$ cat config.mk
export PLATFORM = sky130hd
export DESIGN_NAME = pph_top
export DESIGN_NICKNAME = d
export VERILOG_FILES = /design/src/hw/pph_pkg.sv /design/src/hw/pph_fifo.sv /design/src/hw/pph_top.sv
export SDC_FILE = /design/constraint.sdc
export NUM_CORES = 1
export LEC_CHECK = 0
export BUFFER_PORTS_ARGS = -buffer_cell sky130_fd_sc_hd__clkbuf_2
export CORE_ASPECT_RATIO = 1.5
export CORE_MARGIN = 3
export CORE_UTILIZATION = 55
export DETAILED_ROUTE_END_ITERATION = 8
export PLACE_DENSITY = 0.73
export REMOVE_ABC_BUFFERS = 1
export SETUP_SLACK_MARGIN = 0.5
export SLEW_MARGIN = 20
export SYNTH_ARGS = -nofsm -noshare
export SYNTH_HDL_FRONTEND = slang
export SYNTH_SLANG_ARGS = --single-unit
$ cat constraint.sdc
create_clock -name clock -period 4 [get_ports clock]
set_input_delay 0.4 -clock clock [delete_from_list [all_inputs] [get_ports clock]]
set_output_delay 0.4 -clock clock [all_outputs]
set_load 0.03 [all_outputs]
$ cat src/hw/pph_pkg.sv
// Shared constants and carriers for the parallel port handshake block.
// Assumes a single 100 MHz clock domain.
package pph_pkg;

  localparam int unsigned CLK_PERIOD_NS = 10;

  // Protocol selection
  typedef enum logic [1:0]
  {
    PPH_MODE_FIFO  = 2'h0,
    PPH_MODE_ECP   = 2'h1,
    PPH_MODE_EPP19 = 2'h2,
    PPH_MODE_EPP17 = 2'h3
  } pph_mode_t;

  // Timing figures in ns and derived cycle counts
  localparam int unsigned WAIT_QUIET_NS    = 50;
  localparam int unsigned BUSY_QUAL_NS     = 75;
  localparam int unsigned CMD_DELAY_MIN_NS = 60;
  localparam int unsigned CMD_DELAY_MAX_NS = 210;
  localparam int unsigned HIZ_MAX_NS       = 180;
  localparam int unsigned DATA_HOLD_NS     = 50;
  localparam int unsigned FIFO_SETUP_NS    = 600;
  localparam int unsigned FIFO_PULSE_NS    = 600;
  localparam int unsigned FIFO_HOLD_NS     = 450;
  localparam int unsigned FIFO_BUSY_GAP_NS = 680;

  localparam int unsigned WAIT_QUIET_CYC = (WAIT_QUIET_NS + CLK_PERIOD_NS - 1) / CLK_PERIOD_NS;
  localparam int unsigned BUSY_QUAL_CYC  = (BUSY_QUAL_NS + CLK_PERIOD_NS - 1) / CLK_PERIOD_NS;
  localparam int unsigned CMD_DELAY_CYC  = (CMD_DELAY_MIN_NS + CLK_PERIOD_NS - 1) / CLK_PERIOD_NS;
  localparam int unsigned CMD_LATEST_CYC = CMD_DELAY_MAX_NS / CLK_PERIOD_NS;
  localparam int unsigned HIZ_CYC        = CMD_DELAY_CYC;
  localparam int unsigned DATA_HOLD_CYC  = (DATA_HOLD_NS + CLK_PERIOD_NS - 1) / CLK_PERIOD_NS;
  localparam int unsigned FIFO_SETUP_CYC = (FIFO_SETUP_NS + CLK_PERIOD_NS - 1) / CLK_PERIOD_NS;
  localparam int unsigned FIFO_PULSE_CYC = (FIFO_PULSE_NS + CLK_PERIOD_NS - 1) / CLK_PERIOD_NS;
  localparam int unsigned FIFO_HOLD_CYC  = (FIFO_HOLD_NS + CLK_PERIOD_NS - 1) / CLK_PERIOD_NS;
  localparam int unsigned FIFO_GAP_CYC   = (FIFO_BUSY_GAP_NS + CLK_PERIOD_NS - 1) / CLK_PERIOD_NS;

  localparam int unsigned TMR_W = 8;
  localparam int unsigned FLT_W = 4;

  localparam int unsigned DATA_W     = 8;
  localparam int unsigned FIFO_DEPTH = 8;

  // Reset values of cable outputs
  localparam logic [7:0] DATA_RESET = 8'h00;

  // Cable side signals
  typedef struct packed
  {
    logic       strobe_n;
    logic       autofd_n;
    logic       write_n;
    logic       addr_strobe_n;
    logic [7:0] data_out;
    logic       data_oe;
  } pph_cable_out_t;

  typedef struct packed
  {
    logic       busy;
    logic       ack_n;
    logic       fault_n;
    logic       wait_n;
    logic [7:0] data_in;
  } pph_cable_in_t;

  // Host side EPP command
  typedef struct packed
  {
    logic       is_read;
    logic       is_addr;
    logic [7:0] wdata;
  } pph_epp_cmd_t;

endpackage

$ cat src/hw/pph_fifo.sv
// Synchronous FIFO with valid/ready on both sides.
// Assumes one clock; clock enable freezes all state.
`timescale 1ns/1ps
module pph_fifo
  import pph_pkg::*;
#(
  parameter int unsigned WIDTH = 8,
  parameter int unsigned DEPTH = 8
)
(
  input  wire logic             clock,
  input  wire logic             rstn,
  input  wire logic             clk_en,
  input  wire logic [WIDTH-1:0] in_data,
  input  wire logic             in_valid,
  output logic                  in_ready,
  output logic [WIDTH-1:0]      out_data,
  output logic                  out_valid,
  input  wire logic             out_ready
);

  localparam int unsigned AW = $clog2(DEPTH);

  typedef struct packed
  {
    logic [AW-1:0] wr_ptr;
    logic [AW-1:0] rd_ptr;
    logic [AW:0]   count;
  } pph_fifo_state_t;

  pph_fifo_state_t  st;
  pph_fifo_state_t  next_st;
  logic [WIDTH-1:0] mem [DEPTH];
  logic             push;
  logic             pop;

  assign in_ready  = (st.count != (AW+1)'(DEPTH));
  assign out_valid = (st.count != '0);
  assign out_data  = mem[st.rd_ptr];
  assign push      = in_valid && in_ready;
  assign pop       = out_valid && out_ready;

  always_comb
  begin
    next_st = st;
    if (push)
    begin
      next_st.wr_ptr = (st.wr_ptr == AW'(DEPTH - 1)) ? '0 : st.wr_ptr + 1'b1;
    end
    if (pop)
    begin
      next_st.rd_ptr = (st.rd_ptr == AW'(DEPTH - 1)) ? '0 : st.rd_ptr + 1'b1;
    end
    if (push && !pop)
    begin
      next_st.count = st.count + 1'b1;
    end
    else if (pop && !push)
    begin
      next_st.count = st.count - 1'b1;
    end
  end

  always_ff @(posedge clock or negedge rstn)
  begin
    if (!rstn)
    begin
      st <= '0;
    end
    else if (clk_en)
    begin
      st <= next_st;
    end
  end

  // Storage has no reset
  always_ff @(posedge clock)
  begin
    if (clk_en && push)
    begin
      mem[st.wr_ptr] <= in_data;
    end
  end

endmodule

$ cat src/hw/pph_top.sv
// Parallel port cable handshake: FIFO, ECP and EPP 1.9/1.7 host side.
// Assumes cable inputs already synchronous to clock; reset held while clock stable.
`timescale 1ns/1ps

// Summary of operation
// FIFO mode paces on Busy, ignores nACK
// FIFO mode bytes arrive by DMA stream
// ECP forward idle holds strobe high
// Peripheral may request reverse any time
// Strobe falls after Busy seen low
// Data stable before strobe falls
// Busy high, strobe rises, Busy low ends
// ECP reverse idle keeps HostAck low
// HostAck low, then peripheral drops nACK
// Peripheral data stable before nACK falls
// HostAck high, nACK high, HostAck low
// nWAIT settled after 50 ns quiet
// nWRITE high outside write cycles
// EPP 1.9 strobe 60-210 ns after wait
// Peripheral releases nWAIT after strobe
// Read releases data before strobe
// Peripheral drives data only during strobe
// EPP 1.7 data held 50 ns after strobe
// Reset held while clock stable
// Busy qualified after 75 ns stable
// FIFO mode keeps last byte driven
// One selected protocol drives the cable
module pph_top
  import pph_pkg::*;
(
  input  wire logic           clock,
  input  wire logic           rstn,
  input  wire logic           clk_en,
  input  wire pph_mode_t      mode,
  input  wire logic           ecp_reverse,
  input  wire logic [7:0]     dma_data,
  input  wire logic           dma_valid,
  output logic                dma_ready,
  input  wire pph_epp_cmd_t   epp_cmd,
  input  wire logic           epp_cmd_valid,
  output logic                epp_cmd_ready,
  output logic [7:0]          rx_data,
  output logic                rx_valid,
  output logic                periph_request,
  input  wire pph_cable_in_t  cable_in,
  output pph_cable_out_t      cable_out
);

  typedef enum
  {
    ST_IDLE,
    ST_F_SETUP,
    ST_F_PULSE,
    ST_F_BUSYHI,
    ST_F_HOLD,
    ST_E_WAITBUSY,
    ST_E_STROBE,
    ST_E_RELEASE,
    ST_R_WAITACK,
    ST_R_ACKHI,
    ST_R_ACKLO,
    ST_P_WAITLOW,
    ST_P_CMD,
    ST_P_WAITHI,
    ST_P_HOLD
  } pph_state_t;

  typedef struct packed
  {
    pph_state_t     fsm;
    logic [TMR_W-1:0] tmr;
    pph_cable_out_t co;
    logic           qbusy;
    logic [FLT_W-1:0] busy_cnt;
    logic           qwait_n;
    logic [FLT_W-1:0] wait_cnt;
    logic           qack_n;
    logic [FLT_W-1:0] ack_cnt;
    logic           ecp_rev;
    logic           cmd_read;
    logic           cmd_ready;
    logic [7:0]     rx_data;
    logic           rx_valid;
    logic           preq;
    logic           cmd_addr;
  } pph_top_state_t;

  pph_top_state_t st;
  pph_top_state_t next_st;
  logic [7:0]     q_data;
  logic           q_valid;
  logic           q_ready;
  logic           epp_mode;

  ////////////////////////////////////////////////////////////////////////////
  // Outgoing byte buffer fed by DMA

  pph_fifo #(
    .WIDTH (DATA_W),
    .DEPTH (FIFO_DEPTH)
  ) u_fifo (
    .clock     (clock),
    .rstn      (rstn),
    .clk_en    (clk_en),
    .in_data   (dma_data),
    .in_valid  (dma_valid),
    .in_ready  (dma_ready),
    .out_data  (q_data),
    .out_valid (q_valid),
    .out_ready (q_ready)
  );

  assign epp_mode = (mode == PPH_MODE_EPP19) || (mode == PPH_MODE_EPP17);
  // Byte leaves the buffer when it is put on the cable
  assign q_ready  = clk_en && ((st.fsm == ST_IDLE && q_valid && !epp_mode
                    && (mode == PPH_MODE_FIFO || !st.ecp_rev) && next_st.fsm != ST_IDLE));

  ////////////////////////////////////////////////////////////////////////////
  // Next state

  always_comb
  begin
    next_st = st;
    next_st.rx_valid = 1'b0;
    next_st.cmd_ready = 1'b0;
    next_st.preq = !cable_in.fault_n && (mode == PPH_MODE_ECP);

    // Input qualifiers: level accepted after a quiet run
    if (cable_in.busy == st.qbusy)
    begin
      next_st.busy_cnt = '0;
    end
    else if (st.busy_cnt == FLT_W'(BUSY_QUAL_CYC - 1))
    begin
      next_st.qbusy = cable_in.busy;
      next_st.busy_cnt = '0;
    end
    else
    begin
      next_st.busy_cnt = st.busy_cnt + 1'b1;
    end
    if (cable_in.wait_n == st.qwait_n)
    begin
      next_st.wait_cnt = '0;
    end
    else if (st.wait_cnt == FLT_W'(WAIT_QUIET_CYC - 1))
    begin
      next_st.qwait_n = cable_in.wait_n;
      next_st.wait_cnt = '0;
    end
    else
    begin
      next_st.wait_cnt = st.wait_cnt + 1'b1;
    end
    if (cable_in.ack_n == st.qack_n)
    begin
      next_st.ack_cnt = '0;
    end
    else if (st.ack_cnt == FLT_W'(BUSY_QUAL_CYC - 1))
    begin
      next_st.qack_n = cable_in.ack_n;
      next_st.ack_cnt = '0;
    end
    else
    begin
      next_st.ack_cnt = st.ack_cnt + 1'b1;
    end

    if (st.tmr != '0)
    begin
      next_st.tmr = st.tmr - 1'b1;
    end

    case (st.fsm)
      ST_IDLE:
      begin
        next_st.co.strobe_n = 1'b1;
        next_st.co.write_n = 1'b1;
        next_st.co.addr_strobe_n = 1'b1;
        next_st.ecp_rev = (mode == PPH_MODE_ECP) && ecp_reverse;
        if (mode == PPH_MODE_FIFO && q_valid && !st.qbusy)
        begin
          next_st.co.data_out = q_data;
          next_st.co.data_oe = 1'b1;
          next_st.tmr = TMR_W'(FIFO_SETUP_CYC);
          next_st.fsm = ST_F_SETUP;
        end
        else if (mode == PPH_MODE_ECP && !st.ecp_rev && q_valid)
        begin
          next_st.co.data_out = q_data;
          next_st.co.data_oe = 1'b1;
          next_st.co.autofd_n = 1'b1;
          next_st.fsm = ST_E_WAITBUSY;
        end
        else if (mode == PPH_MODE_ECP && st.ecp_rev)
        begin
          next_st.co.data_oe = 1'b0;
          next_st.co.autofd_n = 1'b0;
          next_st.fsm = ST_R_WAITACK;
        end
        else if (epp_mode && epp_cmd_valid && !st.qwait_n)
        begin
          next_st.cmd_read = epp_cmd.is_read;
          next_st.cmd_ready = 1'b1;
          next_st.co.write_n = epp_cmd.is_read;
          next_st.co.data_out = epp_cmd.wdata;
          next_st.co.data_oe = !epp_cmd.is_read;
          next_st.co.addr_strobe_n = 1'b1;
          next_st.tmr = TMR_W'(CMD_DELAY_CYC);
          next_st.fsm = ST_P_CMD;
          next_st.co.autofd_n = 1'b1;
          next_st.cmd_addr = epp_cmd.is_addr;
        end
        else if (mode == PPH_MODE_ECP)
        begin
          next_st.co.autofd_n = 1'b0;
        end
      end
      ST_F_SETUP:
      begin
        if (st.tmr == '0)
        begin
          next_st.co.strobe_n = 1'b0;
          next_st.tmr = TMR_W'(FIFO_PULSE_CYC);
          next_st.fsm = ST_F_PULSE;
        end
      end
      ST_F_PULSE:
      begin
        if (st.tmr == '0)
        begin
          next_st.co.strobe_n = 1'b1;
          next_st.tmr = TMR_W'(FIFO_HOLD_CYC);
          next_st.fsm = ST_F_HOLD;
        end
      end
      ST_F_HOLD:
      begin
        // Data stays driven; next byte only once Busy drops
        if (st.tmr == '0 && !st.qbusy)
        begin
          next_st.tmr = TMR_W'(FIFO_GAP_CYC);
          next_st.fsm = ST_F_BUSYHI;
        end
      end
      ST_F_BUSYHI:
      begin
        if (st.tmr == '0)
        begin
          next_st.fsm = ST_IDLE;
        end
      end
      ST_E_WAITBUSY:
      begin
        if (!st.qbusy)
        begin
          next_st.co.strobe_n = 1'b0;
          next_st.fsm = ST_E_STROBE;
        end
      end
      ST_E_STROBE:
      begin
        if (st.qbusy)
        begin
          next_st.co.strobe_n = 1'b1;
          next_st.fsm = ST_E_RELEASE;
        end
      end
      ST_E_RELEASE:
      begin
        if (!st.qbusy)
        begin
          next_st.fsm = ST_IDLE;
        end
      end
      ST_R_WAITACK:
      begin
        if (!ecp_reverse && st.qack_n)
        begin
          next_st.fsm = ST_IDLE;
        end
        else if (!st.qack_n)
        begin
          next_st.co.autofd_n = 1'b1;
          next_st.rx_data = cable_in.data_in;
          next_st.fsm = ST_R_ACKHI;
        end
      end
      ST_R_ACKHI:
      begin
        if (st.qack_n)
        begin
          next_st.co.autofd_n = 1'b0;
          next_st.rx_valid = 1'b1;
          next_st.fsm = ST_R_WAITACK;
        end
      end
      ST_P_CMD:
      begin
        // Strobe after settled wait low, within the window
        if (st.tmr == '0)
        begin
          if (st.cmd_addr)
          begin
            next_st.co.addr_strobe_n = 1'b0;
          end
          else
          begin
            next_st.co.strobe_n = 1'b0;
          end
          next_st.fsm = ST_P_WAITHI;
        end
      end
      ST_P_WAITHI:
      begin
        if (st.qwait_n)
        begin
          if (st.cmd_read)
          begin
            next_st.rx_data = cable_in.data_in;
            next_st.rx_valid = 1'b1;
          end
          next_st.co.strobe_n = 1'b1;
          next_st.co.addr_strobe_n = 1'b1;
          next_st.tmr = TMR_W'(DATA_HOLD_CYC);
          next_st.fsm = ST_P_HOLD;
        end
      end
      ST_P_HOLD:
      begin
        if (st.tmr == '0)
        begin
          next_st.co.write_n = 1'b1;
          next_st.fsm = ST_IDLE;
        end
      end
      default:
      begin
        next_st.fsm = ST_IDLE;
      end
    endcase

    // Leaving ECP mode during reverse aborts to idle with HostAck high
    if (mode != PPH_MODE_ECP && st.ecp_rev)
    begin
      next_st.ecp_rev = 1'b0;
      next_st.co.autofd_n = 1'b1;
      next_st.fsm = ST_IDLE;
    end
  end

  ////////////////////////////////////////////////////////////////////////////
  // State register

  always_ff @(posedge clock or negedge rstn)
  begin
    if (!rstn)
    begin
      st <= '{fsm: ST_IDLE, tmr: '0,
              co: '{strobe_n: 1'b1, autofd_n: 1'b1, write_n: 1'b1, addr_strobe_n: 1'b1,
                    data_out: DATA_RESET, data_oe: 1'b0},
              qbusy: 1'b0, busy_cnt: '0, qwait_n: 1'b1, wait_cnt: '0,
              qack_n: 1'b1, ack_cnt: '0, ecp_rev: 1'b0, cmd_read: 1'b0,
              cmd_ready: 1'b0, rx_data: DATA_RESET, rx_valid: 1'b0,
              preq: 1'b0, cmd_addr: 1'b0};
    end
    else if (clk_en)
    begin
      st <= next_st;
    end
  end

  assign cable_out      = st.co;
  assign rx_data        = st.rx_data;
  assign rx_valid       = st.rx_valid;
  assign periph_request = st.preq;
  assign epp_cmd_ready  = st.cmd_ready;

endmodule

-- Word level (Yosys, flattened, before mapping)
Memories as Yosys holds them, arrays and structs flattened.
Cells that the tools add are included.
- register bits after elaboration: 92
- bits in latches: 0
- bits in writable memories: 64
- bits in read-only memories: 0
- input bits: 38
- logic and storage cells: 221
- memories: 1
- memories (memory ; words ; width ; read ports ; clocked after Yosys merged registers in ; write ports ; RTL line ; source):
    u_fifo.mem ; 8 ; 8 ; 1 ; 0 ; 1 ; pph_fifo.sv:33 ; logic [WIDTH-1:0] mem [DEPTH];
- add/subtract/negate cells: 8
- multiply operators: 0
- div/mod/pow operators: 0
- order comparisons: 0
- eq/ne operators: 43
- shifts and indexed selects: 0
- multiplexer cells: 74
- bitwise operators: 6
- reduce and logical (&&, ||, !) cells: 65
- operators by type and width (operator ; number):
    case mux 32 bit (12 select lines) ; 1
    two-way mux 32 bit ; 11
    equality test 32 x 4 -> 1 bit, second input constant ; 5
    equality test 32 x 3 -> 1 bit, second input constant ; 4
    two-way mux 41 bit ; 3
    two-way mux 40 bit ; 3
    equality test 32 x 2 -> 1 bit, second input constant ; 2
    logical NOT 32 bit ; 2
    two-way mux 8 bit ; 5
    case mux 8 bit (5 select lines) ; 1
    two-way mux 9 bit ; 4
    equality test 32 x 1 -> 1 bit, second input constant ; 1
    two-way mux 4 bit ; 8
    nonzero test 32 bit ; 1
    != test 2 bit, second input constant ; 12
    logical AND 1 bit ; 22
    two-way mux 1 bit ; 21
    adder 4 x 1 -> 4 bit, second input constant ; 4
    case mux 8 bit (2 select lines) ; 1
    != test 3 bit, second input constant ; 5
    AND reduction 3 bit ; 5
    equality test 4 x 3 -> 1 bit, second input constant ; 3
    two-way mux 3 bit ; 4
    AND reduction 6 bit ; 2
    other kinds (32) ; 66

-- Depth between registers and ports, before layout
Gate-level depths: netlist of run 1.
- depth after elaboration: 18
- mapped depth: 16
- gate-level depth less buffers: 16

-- By module
Synthesis of run 1 repeated with hierarchy kept, for this count alone.
- cells, all modules: 645
- area total of the unflattened synthesis: 7618.6 um2
- by module, submodules not included (module ; instances ; cells each ; area an instance (um2)):
    pph_top ; 1 ; 482 ; 4493.1
    pph_fifo ; 1 ; 163 ; 3125.5

-- Worst setup path after synthesis of run 1
Ideal clock, no wire load.
- path kind: register -> register
- start point: register st[42] in the netlist's numbering
- end point: register u_fifo.st[3] in the netlist's numbering
- arrival: 3384 ps
- required time: 3875 ps
- slack: 491 ps
- stages on the path, launching flop included: 17
- clock period less this slack: 3509 ps
- path through: dfrtp_1 > inv_1 > ha_1 > or3b_1 > nor2_8 > inv_4 > and3_1 > a2111o_1 > o311ai_0 > ha_1 > inv_1 > ha_1 > a21o_1 > a21oi_1 > xnor2_1 > nor2_1 > xor2_1
- cells in the longest elaborated chain, start to end: 13
- ends and longest elaborated chain (element ; RTL line ; source):
    start, declared ; pph_top.sv:88 ; pph_top_state_t st;
    start signal, assigned ; pph_top.sv:359 ; st <= '{fsm: ST_IDLE, tmr: '0,
    start signal, assigned ; pph_top.sv:369 ; st <= next_st;
    logical NOT 8 bit * ; -- ;
    logical AND 1 bit ; pph_top.sv:240 ; if (st.tmr == '0 && !st.qbusy)
    two-way mux 40 bit ; pph_top.sv:240 ;
    case mux 32 bit (12 select lines) * ; pph_top.sv:174 ; case (st.fsm)
    two-way mux 32 bit * ; pph_top.sv:344 ; if (mode != PPH_MODE_ECP && st.ecp_rev)
    nonzero test 32 bit * ; pph_top.sv:116 ; && (mode == PPH_MODE_FIFO || !st.ecp_rev) && next_st.fsm != ST_IDLE));
    logical AND 1 bit * ; pph_top.sv:116 ;
    logical AND 1 bit * ; pph_top.sv:115 ; assign q_ready = clk_en && ((st.fsm == ST_IDLE && q_valid && !epp_mode
    logical AND 1 bit * ; pph_fifo.sv:41 ; assign pop = out_valid && out_ready;
    logical NOT 1 bit ; pph_fifo.sv:54 ; if (push && !pop)
    logical AND 1 bit ; pph_fifo.sv:54 ;
    nonzero test 2 bit (no source line) ; -- ;
    AND reduction 2 bit (no source line) ; -- ;
    end signal, assigned ; pph_fifo.sv:72 ; st <= next_st;
    end, declared ; pph_fifo.sv:31 ; pph_fifo_state_t st;
Mark *: on every way between the ends. The rest lies on a longest branch, timed or not. The select of a mux whose other input is x is not followed.
A chain may end at the register's enable or synchronous reset.

-- Worst setup path after layout of run 1
- start point: register st[52] in the netlist's numbering
- end point: register u_fifo.st[3] in the netlist's numbering
- cells in the longest elaborated chain, start to end: 14
- ends and longest elaborated chain (element ; RTL line ; source):
    two-way mux 40 bit ; pph_top.sv:201 ; else if (epp_mode && epp_cmd_valid && !st.qwait_n)
    two-way mux 32 bit ; pph_top.sv:195 ; else if (mode == PPH_MODE_ECP && st.ecp_rev)
    two-way mux 32 bit ; pph_top.sv:188 ; else if (mode == PPH_MODE_ECP && !st.ecp_rev && q_valid)
    two-way mux 40 bit ; pph_top.sv:181 ; if (mode == PPH_MODE_FIFO && q_valid && !st.qbusy)
    case mux 32 bit (12 select lines) ; pph_top.sv:174 ;
    two-way mux 32 bit ; pph_top.sv:344 ;
    nonzero test 32 bit ; pph_top.sv:116 ;
    logical AND 1 bit * ; pph_top.sv:116 ;
    logical AND 1 bit * ; pph_top.sv:115 ;
    logical AND 1 bit * ; pph_fifo.sv:41 ;
    logical NOT 1 bit ; pph_fifo.sv:54 ;
    logical AND 1 bit ; pph_fifo.sv:54 ;
    nonzero test 2 bit (no source line) ; -- ;
    AND reduction 2 bit (no source line) ; -- ;
Marked as above.

==> impl_metrics.yaml, run 1 <==
routing:
  drc: 0
  vias: 5370
  wl_um: 18400
  avgViaCountPerCell: 6.12
  routedWlPerCell_um: 21.0
  drt_iter0_markers: 284
  first_pass_iters: 7
  drt.antenna.violating_nets: 0
power:
  pwr_density_cell_nw_per_um2: 722
  vdd_drop_max_mv: 0.458
  power_leakage_nw: 3.57
worst_setup_path:
  path_class: "reg2reg"
  r2r_cells: 14
  cpLargestDelayFamily: "compound AO/OA/AOI/OAI gates"
  path_depth: 14
  reg2reg_from: "st[52]"
  worstPathCellList: "buf_4, and4b_1, a41oi_1, nand4_1, or2_4, o311ai_4, ha_2, inv_1, ha_1, a21o_1, a21oi_2, xnor2_1, nor2_1, xor2_1"
  slowest_stage: "dfrtp_1"
  arrival_ps: 3680
  startpoint_type: "register"
  critPathLaunch: "st[52]"
  end_kind: "register"
  slowest_delay_ps: 510
  crit_buf_inv: 2
  crit_fanout: 11
  worstPathRequired_ps: 4290
synth:
  synth_warnings: 0
  seq_area_frac_synth: 0.561
  synth-edff-count: 64
  async_reset_ff_frac: 0.590
  synth.avg_cell_area_um2: 11.6
  ys.flop_type: "dfrtp_1"
  ys_types: 67
  synth_cells: 648
  ys_ff_latch: 156
  synth_area_um2: 7540
sta:
  worstMarginPinSlew_ps: 923
  finalCritPeriodShare: 0.848
  max_freq_mhz: 295
  slew_headroom: 0.382
  layout_min_cycle_time_ps: 3390
  hold_viol: 0
  rsz0062_at_grt: "no"
  drv_slew: 0
  setup_viol: 0
  tns_ps: 0
  fin_skew_ps: 19.6
clocking:
  cts_tree: "done"
  cts.htree.levels: 4
  clkTransAtPathRegs_ps: 70
  insertion_delay_ps: 430
  root_buffer: "clkbuf_16"
  cts.sinks: 156
  clk_path_buf_depth: 2
  numCtsBuffers: 17
floorplan:
  start_util: 0.571
  die_y_um: 149
  die_w_um: 102
  ioPinCount: 63
  row_count: 51
  core_um2: 13200
  die_area_um2: 15200
status:
  status: "finished, final reports clean"
finish:
  nFillCells: 992
  drive_gt1_frac: 0.267
  finalNetCount: 760
  syn_to_final_growth_pct: 15.4
  post-route-util: 0.659
  diodes: 0
min_path:
  min_path_type: "in2async"
place:
  portBuffers: 62
  hpwl_um: 12700
  place.gp.congestion: 0.975
grt:
  grt_pass1_vias: 5756
  grt_use_total: 0.252
  grt_pass1_wl_um: 29000
  overflow: 0
  grt_antenna_before_repair: 0
  grt_max_degree: 68
run:
  maxCapViolCount: 0
## cell type report
| type | instances | area (um^2) | area share |
|---|---|---|---|
| clock buffers | 17 | 425 | 0.0489 |
| flip-flops and latches | 156 | 4240 | 0.487 |
| multi-input cells | 414 | 3020 | 0.346 |
| inverters | 22 | 85.1 | 0.00978 |
| repair buffers | 95 | 561 | 0.0644 |
| clock inverters | 15 | 181 | 0.0208 |
| well taps | 159 | 199 | 0.0229 |
## repair_timing
action | CTS | global route
buffers inserted | 4 | 5
hold buffers | 0 | 0
pin swaps | 5 | 7
resized for setup | 9 | 12
endpoints found under the setup margin | 2 | 1
## routing by layer
metal / routed length (um) / part of all wire / vias to the layer above / track usage
met1: 6850 / 0.37 / 2655 / 0.283
met2: 10200 / 0.55 / 181 / 0.451
met3: 636 / 0.035 / 43 / 0.0387
li1: - / - / 2491 / -
met5: 0 / 0 / - / 0
met4: 736 / 0.040 / 0 / 0.134
## per-stage QoR
stage / cell area, um^2 / cells / hold WS [ps] / total power [mW] / setup WS [ps]
after floorplan: 7250 / 592 / 104 / 3.76 / 423
after global placement: 7950 / 837 / 463 / 4.44 / 263
after detailed placement: 7950 / 837 / 473 / 4.50 / 197
after CTS: 8610 / 873 / 118 / 6.20 / 501
after global routing: 8700 / 878 / 141 / 6.61 / 473
final: 8700 / 878 / 76.1 / 6.28 / 607
## synthesized netlist by cell type (13+ instances only)
| cell type | number | area, um^2 |
|---|---|---|
| nor4_1 | 13 | 81.3 |
| nand3_1 | 27 | 135 |
| nor2_1 | 33 | 124 |
| mux2_2 | 14 | 158 |
| ha_1 | 15 | 188 |
| mux4_2 | 16 | 360 |
| nor2b_1 | 34 | 213 |
| clkbuf_1 | 31 | 116 |
| nand2_1 | 45 | 169 |
| edfxtp_1 | 64 | 1920 |
| o21ai_0 | 42 | 210 |
| buf_4 | 21 | 158 |
| nor3_1 | 16 | 80.1 |
| dfrtp_1 | 86 | 2150 |
| a21oi_1 | 31 | 155 |
| inv_1 | 20 | 75.1 |
## final timing paths
path | endpoint | slack (ps)
setup / recovery | u_fifo.st[3] | 610
hold / removal | st[14] | 80
setup reg to reg | u_fifo.st[3] | 610
hold reg to reg | cable_out[4] | 480
max in group asynchronous | cable_out[10] | 2960
min in group clock | periph_request | 170
## cell families (layout without fill, tap and decap cells)
logic type               Yosys count  in the layout  synth area share
AO/OA/AOI/OAI                    129            129             0.110
XOR/XNOR                           9              9            0.0104
adder cells (fa/ha/maj)           16             16            0.0275
buffers and inverters             78            149            0.0497
flip-flops                       156            156             0.561
multiplexers                      45             45            0.0891
AND/OR/NAND/NOR                  215            215             0.152
## state kept, by name, indices dropped and copies added, names as in the netlist
register,count
cable_out,13
epp_cmd_ready,1
periph_request,1
rx_data,8
rx_valid,1
st,58
u_fifo.mem,64
u_fifo.st,10
## layout by cell type (no fill, tap or decap), types with 6 or more instances in the layout
master / n
nor3_1: 16
a31oi_1: 7
inv_1: 18
o211ai_1: 7
nand4_1: 6
nand3_1: 27
a21oi_1: 29
ha_1: 13
dfrtp_1: 82
o21ai_0: 42
nand2_1: 45
edfxtp_1: 64
mux2i_1: 12
clkbuf_16: 17
nor2b_1: 34
nor2_1: 33
mux4_2: 16
buf_4: 34
nand2b_1: 12
clkbuf_2: 61
dfstp_2: 6
nor4_1: 12
mux2_2: 14
## where the power goes
part / switching, mW / total, mW / internal (mW)
clock network: 0.761 / 1.61 / 0.849
registers: 0.412 / 2.40 / 1.99
logic: 1.28 / 2.27 / 0.994
No activity file was read; power rests on OpenSTA's default activity.
==> run 2, diff against run 1 <==
Clock period 4 ns to 3.5 ns, I/O delays scaled along.
==> run 2 against run 1 <==
Clock power is 14% higher. Global-route usage is 0.59 points higher. First-iteration DRC count is 9.9% lower. Wire length is 0.53% higher. Worst hold slack worse by 18 ps. Combinational power is 22% higher. Count of clock-buffer cells in the layout stayed put. Via count is 1.8% higher. Maximum frequency is 4.2% higher. Die area stayed put. Critical endpoint unchanged.
==> impl_metrics.yaml, run 2 (synthesized netlist as in run 1, its figures left out) <==
power:
  pwr_density_cell_nw_per_um2: 823
  vdd_drop_max_mv: 0.634
  power_leakage_nw: 3.65
floorplan:
  die_area_um2: 15200
  die_w_um: 102
  start_util: 0.571
  core_um2: 13200
  die_y_um: 149
  row_count: 51
  ioPinCount: 63
sta:
  setup_viol: 0
  final.setup.worst_slack_ps: 244
  hold_viol: 0
  drv_slew: 0
  whs_ps: 58.6
  worstMarginPinSlew_ps: 923
  layout_min_cycle_time_ps: 3260
  rsz0062_at_grt: "yes"
  fin_skew_ps: 15.3
  finalCritPeriodShare: 0.930
  tns_ps: 0
  max_freq_mhz: 307
  slew_headroom: 0.385
finish:
  instances_no_fill: 895
  diodes: 0
  final_cell_mix: "dfrtp_1 (84), edfxtp_1 (64), clkbuf_2 (61)"
  multi_input_area_um2: 3040
  finalNetCount: 777
  post-route-util: 0.671
  final_common_cell: "dfrtp_1"
  nFillCells: 1013
  largest_register_ffs: 64
  drive_gt1_frac: 0.285
  regMostFlops: "u_fifo.mem"
  seq_area_um2: 4230
  syn_to_final_growth_pct: 17.4
worst_setup_path:
  worstPathRequired_ps: 3810
  arrival_ps: 3560
  r2r_cells: 16
  end_kind: "register"
  path_class: "reg2reg"
  startpoint_type: "register"
  crit_fanout: 2
run:
  maxCapViolCount: 0
grt:
  grt_pass1_vias: 5680
  globalRoute.busiestLayer: "met2"
  grt_antenna_before_repair: 0
  overflow: 0
  grt_pass1_wl_um: 29500
  grt_use_met3: 0.0462
  met2_usage: 0.471
  grt_use_total: 0.258
  grt_max_degree: 74
  grt_util_met1: 0.289
clocking:
  hold_buffers: 0
  root_buffer: "clkbuf_16"
  insertion_delay_ps: 430
  cts.sinks: 156
  numCtsBuffers: 17
  clkTransAtPathRegs_ps: 70
  cts_tree: "done"
  cts.htree.levels: 4
  clk_path_buf_depth: 2
place:
  portBuffers: 62
  dpl_worst_slack_ps: -116
  dp_cells: 860
  place.gp.congestion: 0.921
  hpwl_um: 13000
routing:
  drt.antenna.violating_nets: 0
  first_pass_iters: 5
  routedWlPerCell_um: 20.7
  drt_iter0_markers: 256
  wl_um: 18500
  drc: 0
  vias: 5469
  avgViaCountPerCell: 6.11
min_path:
  min_path_type: "in2async"
status:
  status: "finished, final reports clean"
[run 2: cell count changes in the layout (fill, tap and decap cells not counted), sizes merged]
cell    before  now
buf         34   51
clkinv       8    9
inv         29   28
[run 2: repair_timing]
item | 4_1_cts | 5_1_grt
endpoints found under the setup margin | 4 | 4
gates resized for setup | 15 | 12
pin swaps | 11 | 8
buffers inserted | 2 | 1
[run 2: layout make-up]
type | instances | share of cell area
inverter | 22 | 0.00960
tap | 159 | 0.0225
timing repair buffer | 112 | 0.0790
sequential | 156 | 0.478
clock buffer | 17 | 0.0480
clock inverter | 15 | 0.0196
multi-input combinational | 414 | 0.343
[run 2: final timing paths]
check / slack (ps) / end / from
max: 240 / u_fifo.st[3] / st[43]
min reg2reg: 480 / cable_out[8] / cable_out[8]
min in group clock: 110 / periph_request / cable_in[9]
max reg2reg: 240 / u_fifo.st[3] / st[43]
max in group asynchronous: 2670 / cable_out[12] / rstn
min: 60 / st[21] / rstn
[run 2: worst max-delay path, stage by stage, from the launching register on]
cell and delay [ps]:
dfrtp_1 400, inv_2 80, ha_4 140, or3b_4 420, nor2_8 150, inv_4 40
and3_4 150, a2111o_1 340, o311ai_4 240, ha_2 240, inv_2 60, ha_4 200
a21o_1 160, a21oi_2 140, xnor2_1 150, nor2_1 70, xor2_1 170
[run 2: power by group]
group	leakage, nW	internal (mW)	switching, mW	total (mW)
logic	1.60	1.25	1.53	2.78
clock network	0.293	0.963	0.863	1.83
registers	1.76	2.27	0.416	2.69
total	3.65	4.48	2.81	7.29
[run 2: per-stage QoR]
step	power (mW)	area, um^2
after floorplan	4.30	7250
after global placement	5.20	8120
final	7.29	8860
after global routing	7.72	8860
after CTS	7.24	8800
after detailed placement	5.31	8120
[run 2: metal layers]
metal | vias to the layer above | part of all wire | wire, um
met5 | - | 0 | 0
met4 | 0 | 0.039 | 728
met3 | 48 | 0.035 | 656
met2 | 171 | 0.56 | 10300
met1 | 2727 | 0.37 | 6800
li1 | 2523 | - | -
==> run 3, diff against run 2 <==
Settings changed: CORE_MARGIN 3 to 2, GPL_ROUTABILITY_DRIVEN set to 1, SETUP_SLACK_MARGIN 0.5 to 0.02.
==> run 3 against run 2 <==
Global-route usage about the same. Maximum frequency decreased by 2.8%. Wire length down 0.90%. Sequential power barely moved. Cell area hardly changed. Core utilization fell by 1.2 points. Total power hardly changed. Clock skew is 2.3 ps lower. Via count grew 0.11%. Largest cell class unchanged.
==> impl_metrics.yaml, run 3 (synthesized netlist as in run 1, its figures left out) <==
finish:
  diodes: 0
  drive_gt1_frac: 0.285
  syn_to_final_growth_pct: 17.5
  finalNetCount: 781
  largest_register_ffs: 64
  final_cell_mix: "dfrtp_1 (84), edfxtp_1 (64), clkbuf_2 (61)"
  final_common_cell: "dfrtp_1"
  regMostFlops: "u_fifo.mem"
place:
  place.gp.congestion: 0.948
  hpwl_um: 13000
  portBuffers: 62
status:
  status: "finished, final reports clean"
routing:
  wl_um: 18300
  drt_iter0_markers: 274
  routedWlPerCell_um: 20.3
  drt.antenna.violating_nets: 0
  drt-met1-wl_um: 6820
  avgViaCountPerCell: 6.07
  wl_met2_um: 9950
  drc: 0
  highest_layer: "met4"
  vias: 5475
  route.met3.wl_um: 683
  first_pass_iters: 4
floorplan:
  die_area_um2: 14700
  die_w_um: 99.6
  row_count: 52
  ioPinCount: 63
  core_um2: 13500
  die_y_um: 147
  start_util: 0.560
clocking:
  root_buffer: "clkbuf_16"
  clk_path_buf_depth: 2
  cts_tree: "done"
  hold_buffers: 0
  numCtsBuffers: 17
  cts.sinks: 156
  insertion_delay_ps: 420
  clkTransAtPathRegs_ps: 70
  cts.htree.levels: 4
run:
  maxCapViolCount: 0
sta:
  fin_skew_ps: 13.0
  rsz0062_at_grt: "no"
  max_freq_mhz: 299
  setup_viol: 0
  worstMarginPinSlew_ps: 833
  whs_ps: 8.66
  drv_slew: 0
  slew_headroom: 0.444
  layout_min_cycle_time_ps: 3350
  finalCritPeriodShare: 0.957
  hold_viol: 0
  tns_ps: 0
power:
  pwr_density_cell_nw_per_um2: 823
  power_leakage_nw: 3.67
  p_total_mw: 7.29
  vdd_drop_max_mv: 0.452
worst_setup_path:
  crit_fanout: 3
  path_class: "reg2reg"
  worstPathRequired_ps: 3800
  end_kind: "register"
  arrival_ps: 3640
  startpoint_type: "register"
grt:
  grt_antenna_before_repair: 0
  grt_pass1_wl_um: 29200
  grt_pass1_vias: 5607
  grt_use_total: 0.258
  grt_max_degree: 93
  overflow: 0
min_path:
  min_path_type: "in2async"
==> run 3: per-layer routing <==
layer,vias to the layer above,global-route usage
met3,57,0.0421
met5,-,0
met2,154,0.448
met4,0,0.149
li1,2528,-
met1,2736,0.300
==> run 3: per-stage QoR <==
stage,setup WS (ps),cell area [um^2],utilization,cells
2_1_floorplan,-77.5,7250,-,592
3_3_place_gp,11.2,8150,0.605,866
3_5_place_dp,-150,8150,0.605,866
4_1_cts,43.6,8760,0.651,898
5_1_grt,37.8,8860,0.658,902
6_report,150,8860,0.658,902
==> run 3: final timing paths <==
check	start	to	slack (ps)	cells after the start
worst min register to register	cable_out[7]	cable_out[7]	480	2
max in group asynchronous	rstn	u_fifo.st[4]	2880	1
worst max register to register	st[43]	u_fifo.st[3]	150	16
worst max-delay path	st[43]	u_fifo.st[3]	150	16
worst min-delay path	rstn	st[21]	9	1
min in group clock	cable_in[9]	periph_request	130	2
==> run 3: timing repair <==
action,4_1_cts,5_1_grt
buffers inserted,0,4
gates resized for setup,5,13
pin swaps,0,12
endpoints found under the hold margin,0,0
setup endpoints to repair,2,3
==> run 3: worst max-delay path, stage by stage, from the launching register on <==
cell and delay [ps]:
dfrtp_1 390, inv_2 80, ha_4 140, or3b_4 420, nor2_8 140, inv_4 40
and3_4 150, a2111o_1 340, o311ai_4 320, ha_2 240, inv_2 50, buf_4 140
ha_4 220, a21oi_2 190, xnor2_1 140, nor2_1 80, xor2_1 140
==> run 3: final cells by class <==
| cell class | instances | area [um^2] |
|---|---|---|
| fill | 1011 | 4600 |
| sequential | 156 | 4230 |
| multi-input combinational | 414 | 3020 |
| timing repair buffer | 116 | 722 |
| clock buffer | 17 | 425 |
| tap | 162 | 203 |
| clock inverter | 15 | 176 |
| inverter | 22 | 85.1 |
==> run 3: power by group <==
| part | switching, mW | internal, mW | total, mW | leakage, nW |
|---|---|---|---|---|
| logic | 1.48 | 1.24 | 2.72 | 1.61 |
| registers | 0.448 | 2.27 | 2.72 | 1.76 |
| clock network | 0.876 | 0.977 | 1.85 | 0.296 |
